### config.mk
export PLATFORM = sky130hd
export DESIGN_NAME = cco_device_flat
export DESIGN_NICKNAME = d
export VERILOG_FILES = /design/src/cco_pkg.sv /design/src/cco_if.sv /design/src/cco_device.sv /design/src/flat_wrapper.sv
export SDC_FILE = /design/constraint.sdc
export NUM_CORES = 1
export LEC_CHECK = 0
export ABC_AREA = 1
export BUFFER_PORTS_ARGS = -buffer_cell sky130_fd_sc_hd__buf_4
export CELL_PAD_IN_SITES_DETAIL_PLACEMENT = 1
export CELL_PAD_IN_SITES_GLOBAL_PLACEMENT = 1
export CORE_ASPECT_RATIO = 0.5
export CORE_MARGIN = 5
export CORE_UTILIZATION = 40
export CTS_BUF_LIST = sky130_fd_sc_hd__clkbuf_4 sky130_fd_sc_hd__clkbuf_8
export CTS_CLUSTER_DIAMETER = 30
export DETAILED_ROUTE_END_ITERATION = 8
export HOLD_SLACK_MARGIN = 0.06
export PLACE_DENSITY = 0.9
export SYNTH_ARGS = -nofsm -noshare
export SYNTH_HDL_FRONTEND = slang
export SYNTH_SLANG_ARGS = --single-unit
export TNS_END_PERCENT = 10
### constraint.sdc
create_clock -name clock -period 2.62 [get_ports clock]
set_input_delay 0.524 -clock clock [delete_from_list [all_inputs] [get_ports clock]]
set_output_delay 0.524 -clock clock [all_outputs]
set_load 0.005 [all_outputs]
### src/cco_pkg.sv
package cco_pkg;
   localparam int ADDR_W = 32;
   localparam int WC_W = 16;
   localparam int LINE_WORDS_W = 4;
   localparam logic [WC_W-1:0] LINE_WORDS = 16'h0010;
   localparam logic [WC_W-1:0] WC_ZERO = 16'h0000;
   localparam logic [3:0] NOP_COUNT = 4'hf;
   localparam int GLOBAL_SETS_W = 8;
   localparam logic [GLOBAL_SETS_W-1:0] GLOBAL_SETS = 8'hff;

   typedef enum logic [2:0] {
      CCO_L1D_BLK_INV,
      CCO_L1D_BLK_WB,
      CCO_L1D_BLK_WRITEBACK_INVALIDATE_OP,
      CCO_L2_BLK_INV,
      CCO_L2_BLK_WB,
      CCO_L2_BLK_WRITEBACK_INVALIDATE_OP
   } cco_blk_kind_t;

   typedef enum logic [2:0] {
      CCO_G_L1D_INV,
      CCO_G_L1D_WRITEBACK_INVALIDATE_OP,
      CCO_G_L2_INV,
      CCO_G_L2_WRITEBACK_INVALIDATE_OP,
      CCO_G_L1D_WB,
      CCO_G_L2_WB
   } cco_glb_kind_t;
endpackage : cco_pkg

### src/cco_if.sv
interface cco_if;
   logic bar_wr;
   logic [cco_pkg::ADDR_W-1:0] bar_data;
   logic wc_wr;
   cco_pkg::cco_blk_kind_t blk_kind;
   logic [cco_pkg::WC_W-1:0] wc_data;
   logic glb_wr;
   cco_pkg::cco_glb_kind_t glb_kind;
   logic [cco_pkg::WC_W-1:0] block_word_count_reg;
   logic [5:0] glb_status;
   logic barrier_req;
   logic barrier_stall;
   logic freeze;
   logic cpu_access;
   logic cpu_write;
   logic cpu_miss;
   logic [7:0] cpu_set;

   modport device (
      input bar_wr, bar_data, wc_wr, blk_kind, wc_data, glb_wr, glb_kind,
      input barrier_req, freeze, cpu_access, cpu_write, cpu_miss, cpu_set,
      output block_word_count_reg, glb_status, barrier_stall
   );
   modport host (
      output bar_wr, bar_data, wc_wr, blk_kind, wc_data, glb_wr, glb_kind,
      output barrier_req, freeze, cpu_access, cpu_write, cpu_miss, cpu_set,
      input block_word_count_reg, glb_status, barrier_stall
   );
endinterface : cco_if

### src/cco_device.sv
module cco_device (
   input wire logic clock,
   input wire logic rst,
   cco_if.device bus,
   output logic busy,
   output logic op_invalidating,
   output logic [7:0] op_set,
   output logic cpu_hold
);
   typedef enum {CCO_IDLE, CCO_BLOCK, CCO_GLOBAL} cco_state_t;

   cco_state_t state_r, state_nxt;
   logic [cco_pkg::ADDR_W-1:0] base_r, base_nxt;
   logic [cco_pkg::WC_W-1:0] wc_r, wc_nxt;
   logic [cco_pkg::GLOBAL_SETS_W-1:0] gset_r, gset_nxt;
   logic [5:0] glb_r, glb_nxt;
   logic inval_r, inval_nxt;
   logic stall_r, stall_nxt;
   logic hold_r, hold_nxt;
   logic busy_r, busy_nxt;
   logic [7:0] set_r, set_nxt;
   logic miss_pend_r, miss_pend_nxt;
   logic [7:0] miss_set_r, miss_set_nxt;
   logic hazard;

   // hazard: pending write miss collides with an invalidate in the same set
   assign hazard = miss_pend_r && inval_r && (miss_set_r == set_r);

   always_comb begin
      state_nxt = state_r;
      base_nxt = base_r;
      wc_nxt = wc_r;
      gset_nxt = gset_r;
      glb_nxt = glb_r;
      inval_nxt = inval_r;
      set_nxt = set_r;
      miss_pend_nxt = miss_pend_r;
      miss_set_nxt = miss_set_r;
      if (bus.bar_wr && state_r == CCO_IDLE) begin
         base_nxt = bus.bar_data;
      end
      if (bus.cpu_access && bus.cpu_write && bus.cpu_miss) begin
         miss_pend_nxt = 1'b1;
         miss_set_nxt = bus.cpu_set;
      end else if (!bus.cpu_access) begin
         miss_pend_nxt = 1'b0;
      end
      case (state_r)
         CCO_IDLE: begin
            if (bus.wc_wr && bus.wc_data != cco_pkg::WC_ZERO) begin
               state_nxt = CCO_BLOCK;
               wc_nxt = bus.wc_data;
               inval_nxt = (bus.blk_kind != cco_pkg::CCO_L1D_BLK_WB) &&
                           (bus.blk_kind != cco_pkg::CCO_L2_BLK_WB);
               set_nxt = base_r[11:4];
            end else if (bus.glb_wr) begin
               state_nxt = CCO_GLOBAL;
               glb_nxt = 6'h00;
               glb_nxt[bus.glb_kind] = 1'b1;
               gset_nxt = cco_pkg::GLOBAL_SETS;
               inval_nxt = (bus.glb_kind != cco_pkg::CCO_G_L1D_WB) &&
                           (bus.glb_kind != cco_pkg::CCO_G_L2_WB);
               set_nxt = 8'h00;
            end
         end
         CCO_BLOCK: begin
            // a line stalls every cycle that the hazard stands, never skipped
            if (!hazard) begin
               if (wc_r > cco_pkg::LINE_WORDS) begin
                  wc_nxt = wc_r - cco_pkg::LINE_WORDS;
                  set_nxt = set_r + 8'h01;
               end else begin
                  wc_nxt = cco_pkg::WC_ZERO;
                  inval_nxt = 1'b0;
                  state_nxt = CCO_IDLE;
               end
            end
         end
         CCO_GLOBAL: begin
            if (!hazard) begin
               if (gset_r != 8'h00) begin
                  gset_nxt = gset_r - 8'h01;
                  set_nxt = set_r + 8'h01;
               end else begin
                  glb_nxt = 6'h00;
                  inval_nxt = 1'b0;
                  state_nxt = CCO_IDLE;
               end
            end
         end
         default: state_nxt = CCO_IDLE;
      endcase
   end

   always_comb begin
      // stall the barrier while anything is running or about to start
      stall_nxt = bus.barrier_req && (state_nxt != CCO_IDLE);
      // frozen cache: writeback-invalidate runs beside cpu traffic
      hold_nxt = (state_nxt != CCO_IDLE) && inval_nxt && !bus.freeze;
      busy_nxt = (state_nxt != CCO_IDLE);
   end

   always_ff @(posedge clock) begin
      if (rst) begin
         state_r <= CCO_IDLE;
         base_r <= '0;
         wc_r <= cco_pkg::WC_ZERO;
         gset_r <= '0;
         glb_r <= 6'h00;
         inval_r <= 1'b0;
         set_r <= 8'h00;
         miss_pend_r <= 1'b0;
         miss_set_r <= 8'h00;
         stall_r <= 1'b0;
         hold_r <= 1'b0;
         busy_r <= 1'b0;
      end else begin
         state_r <= state_nxt;
         base_r <= base_nxt;
         wc_r <= wc_nxt;
         gset_r <= gset_nxt;
         glb_r <= glb_nxt;
         inval_r <= inval_nxt;
         set_r <= set_nxt;
         miss_pend_r <= miss_pend_nxt;
         miss_set_r <= miss_set_nxt;
         stall_r <= stall_nxt;
         hold_r <= hold_nxt;
         busy_r <= busy_nxt;
      end
   end

   assign bus.block_word_count_reg = wc_r;
   assign bus.glb_status = glb_r;
   assign bus.barrier_stall = stall_r;
   assign busy = busy_r;
   assign op_invalidating = inval_r;
   assign op_set = set_r;
   assign cpu_hold = hold_r;
endmodule : cco_device

### src/flat_wrapper.sv
// flat-port wrapper written by rule: the top's interface ports become plain ports
module cco_device_flat 
  (clock, rst, busy, op_invalidating, op_set, cpu_hold, bus_bar_wr, bus_bar_data, bus_wc_wr, bus_blk_kind, bus_wc_data, bus_glb_wr, bus_glb_kind, bus_barrier_req, bus_freeze, bus_cpu_access, bus_cpu_write, bus_cpu_miss, bus_cpu_set, bus_block_word_count_reg, bus_glb_status, bus_barrier_stall);
  cco_if bus_i ();
  input wire logic clock;
  input wire logic rst;
  output logic busy;
  output logic op_invalidating;
  output logic [7:0] op_set;
  output logic cpu_hold;
  input wire logic [$bits(bus_i.bar_wr)-1:0] bus_bar_wr;
  input wire logic [$bits(bus_i.bar_data)-1:0] bus_bar_data;
  input wire logic [$bits(bus_i.wc_wr)-1:0] bus_wc_wr;
  input wire logic [$bits(bus_i.blk_kind)-1:0] bus_blk_kind;
  input wire logic [$bits(bus_i.wc_data)-1:0] bus_wc_data;
  input wire logic [$bits(bus_i.glb_wr)-1:0] bus_glb_wr;
  input wire logic [$bits(bus_i.glb_kind)-1:0] bus_glb_kind;
  input wire logic [$bits(bus_i.barrier_req)-1:0] bus_barrier_req;
  input wire logic [$bits(bus_i.freeze)-1:0] bus_freeze;
  input wire logic [$bits(bus_i.cpu_access)-1:0] bus_cpu_access;
  input wire logic [$bits(bus_i.cpu_write)-1:0] bus_cpu_write;
  input wire logic [$bits(bus_i.cpu_miss)-1:0] bus_cpu_miss;
  input wire logic [$bits(bus_i.cpu_set)-1:0] bus_cpu_set;
  output wire logic [$bits(bus_i.block_word_count_reg)-1:0] bus_block_word_count_reg;
  output wire logic [$bits(bus_i.glb_status)-1:0] bus_glb_status;
  output wire logic [$bits(bus_i.barrier_stall)-1:0] bus_barrier_stall;
  assign bus_i.bar_wr = bus_bar_wr;
  assign bus_i.bar_data = bus_bar_data;
  assign bus_i.wc_wr = bus_wc_wr;
  assign bus_i.blk_kind = bus_blk_kind;
  assign bus_i.wc_data = bus_wc_data;
  assign bus_i.glb_wr = bus_glb_wr;
  assign bus_i.glb_kind = bus_glb_kind;
  assign bus_i.barrier_req = bus_barrier_req;
  assign bus_i.freeze = bus_freeze;
  assign bus_i.cpu_access = bus_cpu_access;
  assign bus_i.cpu_write = bus_cpu_write;
  assign bus_i.cpu_miss = bus_cpu_miss;
  assign bus_i.cpu_set = bus_cpu_set;
  assign bus_block_word_count_reg = bus_i.block_word_count_reg;
  assign bus_glb_status = bus_i.glb_status;
  assign bus_barrier_stall = bus_i.barrier_stall;
  cco_device u_core (.clock(clock), .rst(rst), .bus(bus_i), .busy(busy), .op_invalidating(op_invalidating), .op_set(op_set), .cpu_hold(cpu_hold));
endmodule
Word level (Yosys, flattened, before mapping)
Index checks and enable logic that the tools add are counted.
{"block": "word_totals", "ff_bits": 95, "output_inout_bits": 34, "elab_cells": 99}
{"block": "op_classes", "add_sub_neg": 3, "magnitude_cmp": 3, "n_eq_ne": 17, "mux": 39, "n_reduce_logical": 25}
{"cell": "32-bit two-way mux", "count": 6}
{"cell": "32-bit case mux with 3 select lines", "count": 1}
{"cell": "8-bit two-way mux", "count": 10}
{"cell": "32-bit zero test", "count": 2}
{"cell": "16-bit two-way mux", "count": 3}
{"cell": "32-bit by 1-bit equality test with 1-bit output (second input constant)", "count": 1}
{"cell": "32-bit by 2-bit equality test with 1-bit output (second input constant)", "count": 1}
{"cell": "16-bit case mux with 2 select lines", "count": 1}
{"cell": "32-bit nonzero test", "count": 1}
{"cell": "6-bit two-way mux", "count": 4}
{"cell": "8-bit case mux with 3 select lines", "count": 1}
{"cell": "16-bit by 5-bit greater-than comparator with 1-bit output (second input constant)", "count": 1}
{"cell": "8-bit case mux with 2 select lines", "count": 1}
{"cell": "16-bit nonzero test", "count": 1}
{"cell": "16-bit by 5-bit subtractor with 16-bit output (second input constant)", "count": 1}
{"cell": "1-bit logical AND", "count": 12}
{"cell": "6-bit case mux with 2 select lines", "count": 1}
{"cell": "2-bit != test (second input constant)", "count": 5}
{"cell": "5-bit AND reduction", "count": 2}
{"cell": "1-bit two-way mux", "count": 9}
{"cell": "3-bit != test (second input constant)", "count": 3}
{"cell": "8-bit by 1-bit adder with 8-bit output (second input constant)", "count": 1}
{"cell": "8-bit equality test", "count": 1}
{"cell": "2-bit by 1-bit != test with 1-bit output (second input constant)", "count": 4}
{"cell": "other kinds (13)", "count": 14}

Logic depth before layout (Yosys ltp)
{"block": "logic_depth", "word_depth": 7, "ltp_mapped": 14}

Worst setup path after synthesis
Ideal clock, no wire load.
{"block": "synth_timing", "path_kind": "register -> register", "startpoint": "reg u_core.wc_r (netlist bit u_core.bus.block_word_count_reg[4])", "endpoint": "reg u_core.set_r[0] (netlist: u_core.op_set[0])", "t_arrival_ps": 1621, "required_time_ps": 2507, "path_slack_ps": 887, "stages_incl_launch_ff": 12, "path_cell_list": "dfxtp_1 -> inv_1 -> ha_1 -> nand2_2 -> inv_2 -> o21ai_2 -> inv_1 -> o21ai_2 -> nand4_4 -> buf_6 -> nor2_1 -> nor2_1"}
{"block": "synth_between", "elab_chain_len": 3}
{"item": "start, declared", "line": "cco_device.sv:14", "text": "logic [cco_pkg::WC_W-1:0] wc_r, wc_nxt;"}
{"item": "start signal, assigned", "line": "cco_device.sv:107", "text": "wc_r <= cco_pkg::WC_ZERO;"}
{"item": "start signal, assigned", "line": "cco_device.sv:120", "text": "wc_r <= wc_nxt;"}
{"item": "16-bit by 5-bit greater-than comparator with 1-bit output", "line": "cco_device.sv:69", "text": "if (wc_r > cco_pkg::LINE_WORDS) begin"}
{"item": "2-bit by 1-bit != test with 1-bit output (no line)"}
{"item": "6-bit AND reduction (no line)"}
{"item": "end signal, assigned", "line": "cco_device.sv:124", "text": "set_r <= set_nxt;"}
{"item": "end, declared", "line": "cco_device.sv:21", "text": "logic [7:0] set_r, set_nxt;"}
Every way passes these cells.
A chain may end at the register's enable or synchronous reset.

Worst setup path in the final report
{"block": "layout_timing", "startpoint": "reg u_core.state_r[1]", "endpoint": "reg u_core.gset_r[4] (netlist name)"}
{"block": "layout_between", "elab_chain_len": 3}
{"item": "start, declared", "line": "cco_device.sv:12", "text": "cco_state_t state_r, state_nxt;"}
{"item": "start signal, assigned", "line": "cco_device.sv:118", "text": "state_r <= state_nxt;"}
{"item": "32-bit by 2-bit equality test with 1-bit output / 32-bit zero test (equally long branches)", "line": "cco_device.sv:48", "text": "case (state_r)"}
{"item": "2-bit by 1-bit != test with 1-bit output (no line) (tied with other cells)"}
{"item": "5-bit AND reduction (no line)"}
{"item": "end signal, assigned", "line": "cco_device.sv:121", "text": "gset_r <= gset_nxt;"}
{"item": "end, declared", "line": "cco_device.sv:15", "text": "logic [cco_pkg::GLOBAL_SETS_W-1:0] gset_r, gset_nxt;"}
Parallel ways exist; a longest one is shown, timed or not.

==> summary by stage <==
Yosys
The share of the Yosys chip area taken by registers is 0.429. In this run, synthesis inferred 0 flip-flops with an integrated enable. The mean cell area of the mapped netlist is 7.01 sq um. The cell area after synthesis is 4250 sq um.

Counting flops with an async set or reset pin after synthesis yields a share of 0. The most used flip-flop cell after synthesis is sky130_fd_sc_hd__dfxtp_1. The number of synthesized register bits is 91. Synthesis produced 606 cells. The yosys synthesis warning count is 0. The number of different library cells in the post-synthesis netlist is 31.

Worst setup path
Walking the worst path, the cells encountered are inv_1 -> nor3_1 -> nand3_1 -> nor2_4 -> o21ai_1 -> nor2_2 -> nand2_2 -> nand2_1 -> a21oi_1. STA classifies the critical path startpoint as a register. For this design, the slowest cell found on the critical path is sky130_fd_sc_hd__dfxtp_1. The type of destination of the critical path is a register. By startpoint and endpoint, the worst setup path is classified as reg2reg. The peak per-stage delay on the critical path is 400 ps. The largest fanout on the critical path is 16. Data on the critical path arrives at its endpoint at 2390 ps. Data on the critical path is required at its endpoint by 2870 ps.

Floorplan
The die covers 12900 sq um. The number of placement rows is 26. The initial utilization of the core area, before any placement, comes to 0.413. The die is 82.9 um tall.

The width of the die is 156 um. The number of top-level pins is 106. The core region is 10300 sq um.

Placed design
Port buffering added 81 buffers. The number of placed instances, taps included, is 844. The congestion estimate from routability-driven global placement came to 0.819.

In this run the cell area measured after placement is 5080 sq um. Detailed placement ended at an HPWL of 9.11 mm.

Power
The part of the power in registers is 0.558. The portion of total power attributed to combinational logic is 0.060. The power dissipated by switching net loads is 0.000622 W.

The clock network fraction of total power is 0.382. The areal power density over the cells is 484 nW/um^2. The internal portion of the total power is 0.00193 W.

Across the VDD grid, the largest voltage drop is 231 uV. The static leakage power is 2.55 nW. The fraction of power spent switching nets is 0.244.

Timing
In the finished design, the share of the clock period the worst path needs comes to 0.818. The total count of hold-check failures in the final report is 0. The count of final max-slew check failures is 0. The fmax is 467 MHz. Setup violations remaining at the end of the flow were counted as 0. The slew at the pin closest to its max-slew limit is 598 ps. For the final routed database, the setup TNS stands at 0 ps.

The relative slew slack is 0.600. Final hold analysis gives a worst-case slack of 372 ps. The worst path in the final design needs a cycle of 2140 ps, including I/O delays and setup.

On the final layout, the worst clock skew is 16.8 ps. Setup repair after global routing left no endpoint under its margin.

Final layout
At the end of the flow the core is filled with cells to 0.513. The total area of multi-input combinational cells is 2190 sq um. For this run, the number of standard cells in the final layout without fillers is 860. The number of flip-flops under the largest register name is 32. The number of antenna diodes in the final layout is 0.

The layout overhead on the synthesized area is 24.2%. The sequential standard cell area is 1820 sq um. The final design area excluding fillers is 5270 sq um. The share of post-route cells with drive strength above 1 is 0.179. The count of filler cells inserted in the layout is 1389. For this run, the post-layout net count is 791.

Worst hold path
The min-delay analysis places its worst path in the category in2reg.

Clock tree
Post-CTS timing repair inserted 0 buffers for setup. The clock passes through at most 2 buffers. Clock-pin slew was measured on the worst setup and hold paths at 100 ps. In this run the clock root is driven by a sky130_fd_sc_hd__clkbuf_8.

The clock latency of the later-clocked register in the worst-skew pair is 370 ps. The clock tree from TritonCTS is built. The number of clock sinks is 91. Post-CTS repair changed the size of 0 cells. The total number of H-tree levels is 3. The CTS buffer count is 9. In this run, post-CTS hold repair placed 0 buffers.

Global route
The first global-routing pass estimated 19.8 mm of wire. The initial antenna violation count is 0. The largest net degree at the start of global routing is 46. Across every metal layer, demand over resource in global routing totals 0.187. The via count of the first global-routing pass came to 4338. After global routing the overflow that remains totals 0.

Route
After detailed routing, the number of vias per cell comes to 4.90. The overall via count from detail_route is 4212. The overall routed net length is 12.0 mm. The average detailed-routed wire length per instance is 13.9 um. For this run, design rule violations remaining after detail routing come to 0.

For this run, the detailed router's first-pass iteration total came to 4. For this block, the initial DRC count from the detailed router was 139. The count of antenna-violating nets left after detailed routing is 0.

Run status
The flow ran to the end, and the final reports show no timing, DRC or antenna violations.

Job
Max-cap violations in this run came to 0.
through the flow:
step,setup WS (ps),power [W]
5_1_grt,329,0.00266
6_report,478,0.00255
4_1_cts,478,0.00258
3_3_place_gp,380,0.00160
2_1_floorplan,887,0.00152
3_5_place_dp,247,0.00161
cell families after synthesis:
| kind of cell | synth area share |
|---|---|
| compound gates | 0.125 |
| xor+xnor | 0.0392 |
| fa+ha+maj | 0.0118 |
| buf+inv | 0.0801 |
| flops | 0.429 |
| other cells | 0.000883 |
| simple gates | 0.314 |
power by group through the flow:
| stage | clock, W | combinational [W] | sequential, W |
|---|---|---|---|
| 4_1_cts | 0.000998 | 0.000154 | 0.00142 |
| 3_5_place_dp | 0 | 0.000151 | 0.00146 |
| 5_1_grt | 0.00106 | 0.000171 | 0.00143 |
| 6_report | 0.000976 | 0.000154 | 0.00142 |
| 2_1_floorplan | 0 | 0.0000720 | 0.00145 |
| 3_3_place_gp | 0 | 0.000146 | 0.00145 |
path summary, 6_finish.rpt:
check	from	to	slack, ps	cells past startpoint
min reg2reg	u_core.miss_set_r[0]	u_core.miss_set_r[0]	470	2
max	u_core.state_r[1]	u_core.gset_r[4]	480	9
max reg2reg	u_core.state_r[1]	u_core.gset_r[4]	480	9
min	bus_barrier_req	u_core.bus.barrier_stall	370	3
layer usage:
metal  GRT usage  vias to the layer above  routed length (um)
met5           0                        -                   0
met4      0.0572                        0                 211
met3      0.0447                       20                 475
met2       0.333                       60                5920
met1       0.222                     2007                5360
li1            -                     2125                   -
placed cells by master (no fill, tap or decap), types with 2 or more instances in the layout:
cell type	instances
sky130_fd_sc_hd__clkbuf_8	9
sky130_fd_sc_hd__inv_2	9
sky130_fd_sc_hd__nor3_1	8
sky130_fd_sc_hd__ha_1	4
sky130_fd_sc_hd__o21ai_0	50
sky130_fd_sc_hd__a21oi_1	44
sky130_fd_sc_hd__buf_4	82
sky130_fd_sc_hd__conb_1	30
sky130_fd_sc_hd__nand4_1	5
sky130_fd_sc_hd__nand3_2	3
sky130_fd_sc_hd__xnor2_1	8
sky130_fd_sc_hd__nor4_1	2
sky130_fd_sc_hd__inv_1	62
sky130_fd_sc_hd__nor2_4	6
sky130_fd_sc_hd__nand2_1	109
sky130_fd_sc_hd__dfxtp_1	91
sky130_fd_sc_hd__nor2_1	112
sky130_fd_sc_hd__o21ai_2	3
sky130_fd_sc_hd__nor2_2	2
sky130_fd_sc_hd__or2_2	2
sky130_fd_sc_hd__inv_6	2
sky130_fd_sc_hd__o21ai_1	4
sky130_fd_sc_hd__clkinv_2	2
sky130_fd_sc_hd__xor2_1	11
sky130_fd_sc_hd__nand3_1	46
sky130_fd_sc_hd__nand2_2	5
synthesized netlist by cell type, types with 2 or more instances:
| cell type | number | share of area |
|---|---|---|
| sky130_fd_sc_hd__a21oi_1 | 44 | 0.052 |
| sky130_fd_sc_hd__buf_2 | 5 | 0.0059 |
| sky130_fd_sc_hd__buf_6 | 2 | 0.0053 |
| sky130_fd_sc_hd__clkbuf_1 | 6 | 0.0053 |
| sky130_fd_sc_hd__dfxtp_1 | 91 | 0.43 |
| sky130_fd_sc_hd__ha_1 | 4 | 0.012 |
| sky130_fd_sc_hd__inv_1 | 62 | 0.055 |
| sky130_fd_sc_hd__inv_2 | 9 | 0.0080 |
| sky130_fd_sc_hd__nand2_1 | 109 | 0.096 |
| sky130_fd_sc_hd__nand2_2 | 5 | 0.0074 |
| sky130_fd_sc_hd__nand3_1 | 46 | 0.054 |
| sky130_fd_sc_hd__nand3_2 | 3 | 0.0071 |
| sky130_fd_sc_hd__nand4_1 | 5 | 0.0074 |
| sky130_fd_sc_hd__nor2_1 | 112 | 0.099 |
| sky130_fd_sc_hd__nor2_2 | 2 | 0.0029 |
| sky130_fd_sc_hd__nor2_4 | 6 | 0.016 |
| sky130_fd_sc_hd__nor3_1 | 8 | 0.0094 |
| sky130_fd_sc_hd__nor4_1 | 2 | 0.0029 |
| sky130_fd_sc_hd__o21ai_0 | 50 | 0.059 |
| sky130_fd_sc_hd__o21ai_1 | 4 | 0.0047 |
| sky130_fd_sc_hd__o21ai_2 | 3 | 0.0062 |
| sky130_fd_sc_hd__or2_2 | 2 | 0.0029 |
| sky130_fd_sc_hd__xnor2_1 | 8 | 0.017 |
| sky130_fd_sc_hd__xor2_1 | 11 | 0.023 |
final cells by class:
class | count | area share
Sequential cell | 91 | 0.345
Tap cell | 140 | 0.0332
Timing Repair Buffer | 82 | 0.117
Multi-Input combinational cell | 459 | 0.416
Clock inverter | 7 | 0.0140
Clock buffer | 9 | 0.0235
Inverter | 72 | 0.0512
worst max-delay path, delay by kind of cell (launching register included):
family,cells,cell delay (ps)
buffers and inverters,1,100
AOI/OAI and AO/OA,2,210
and+or+nand+nor,6,1320
DFF,1,400
(Power assumes the default switching activity.)
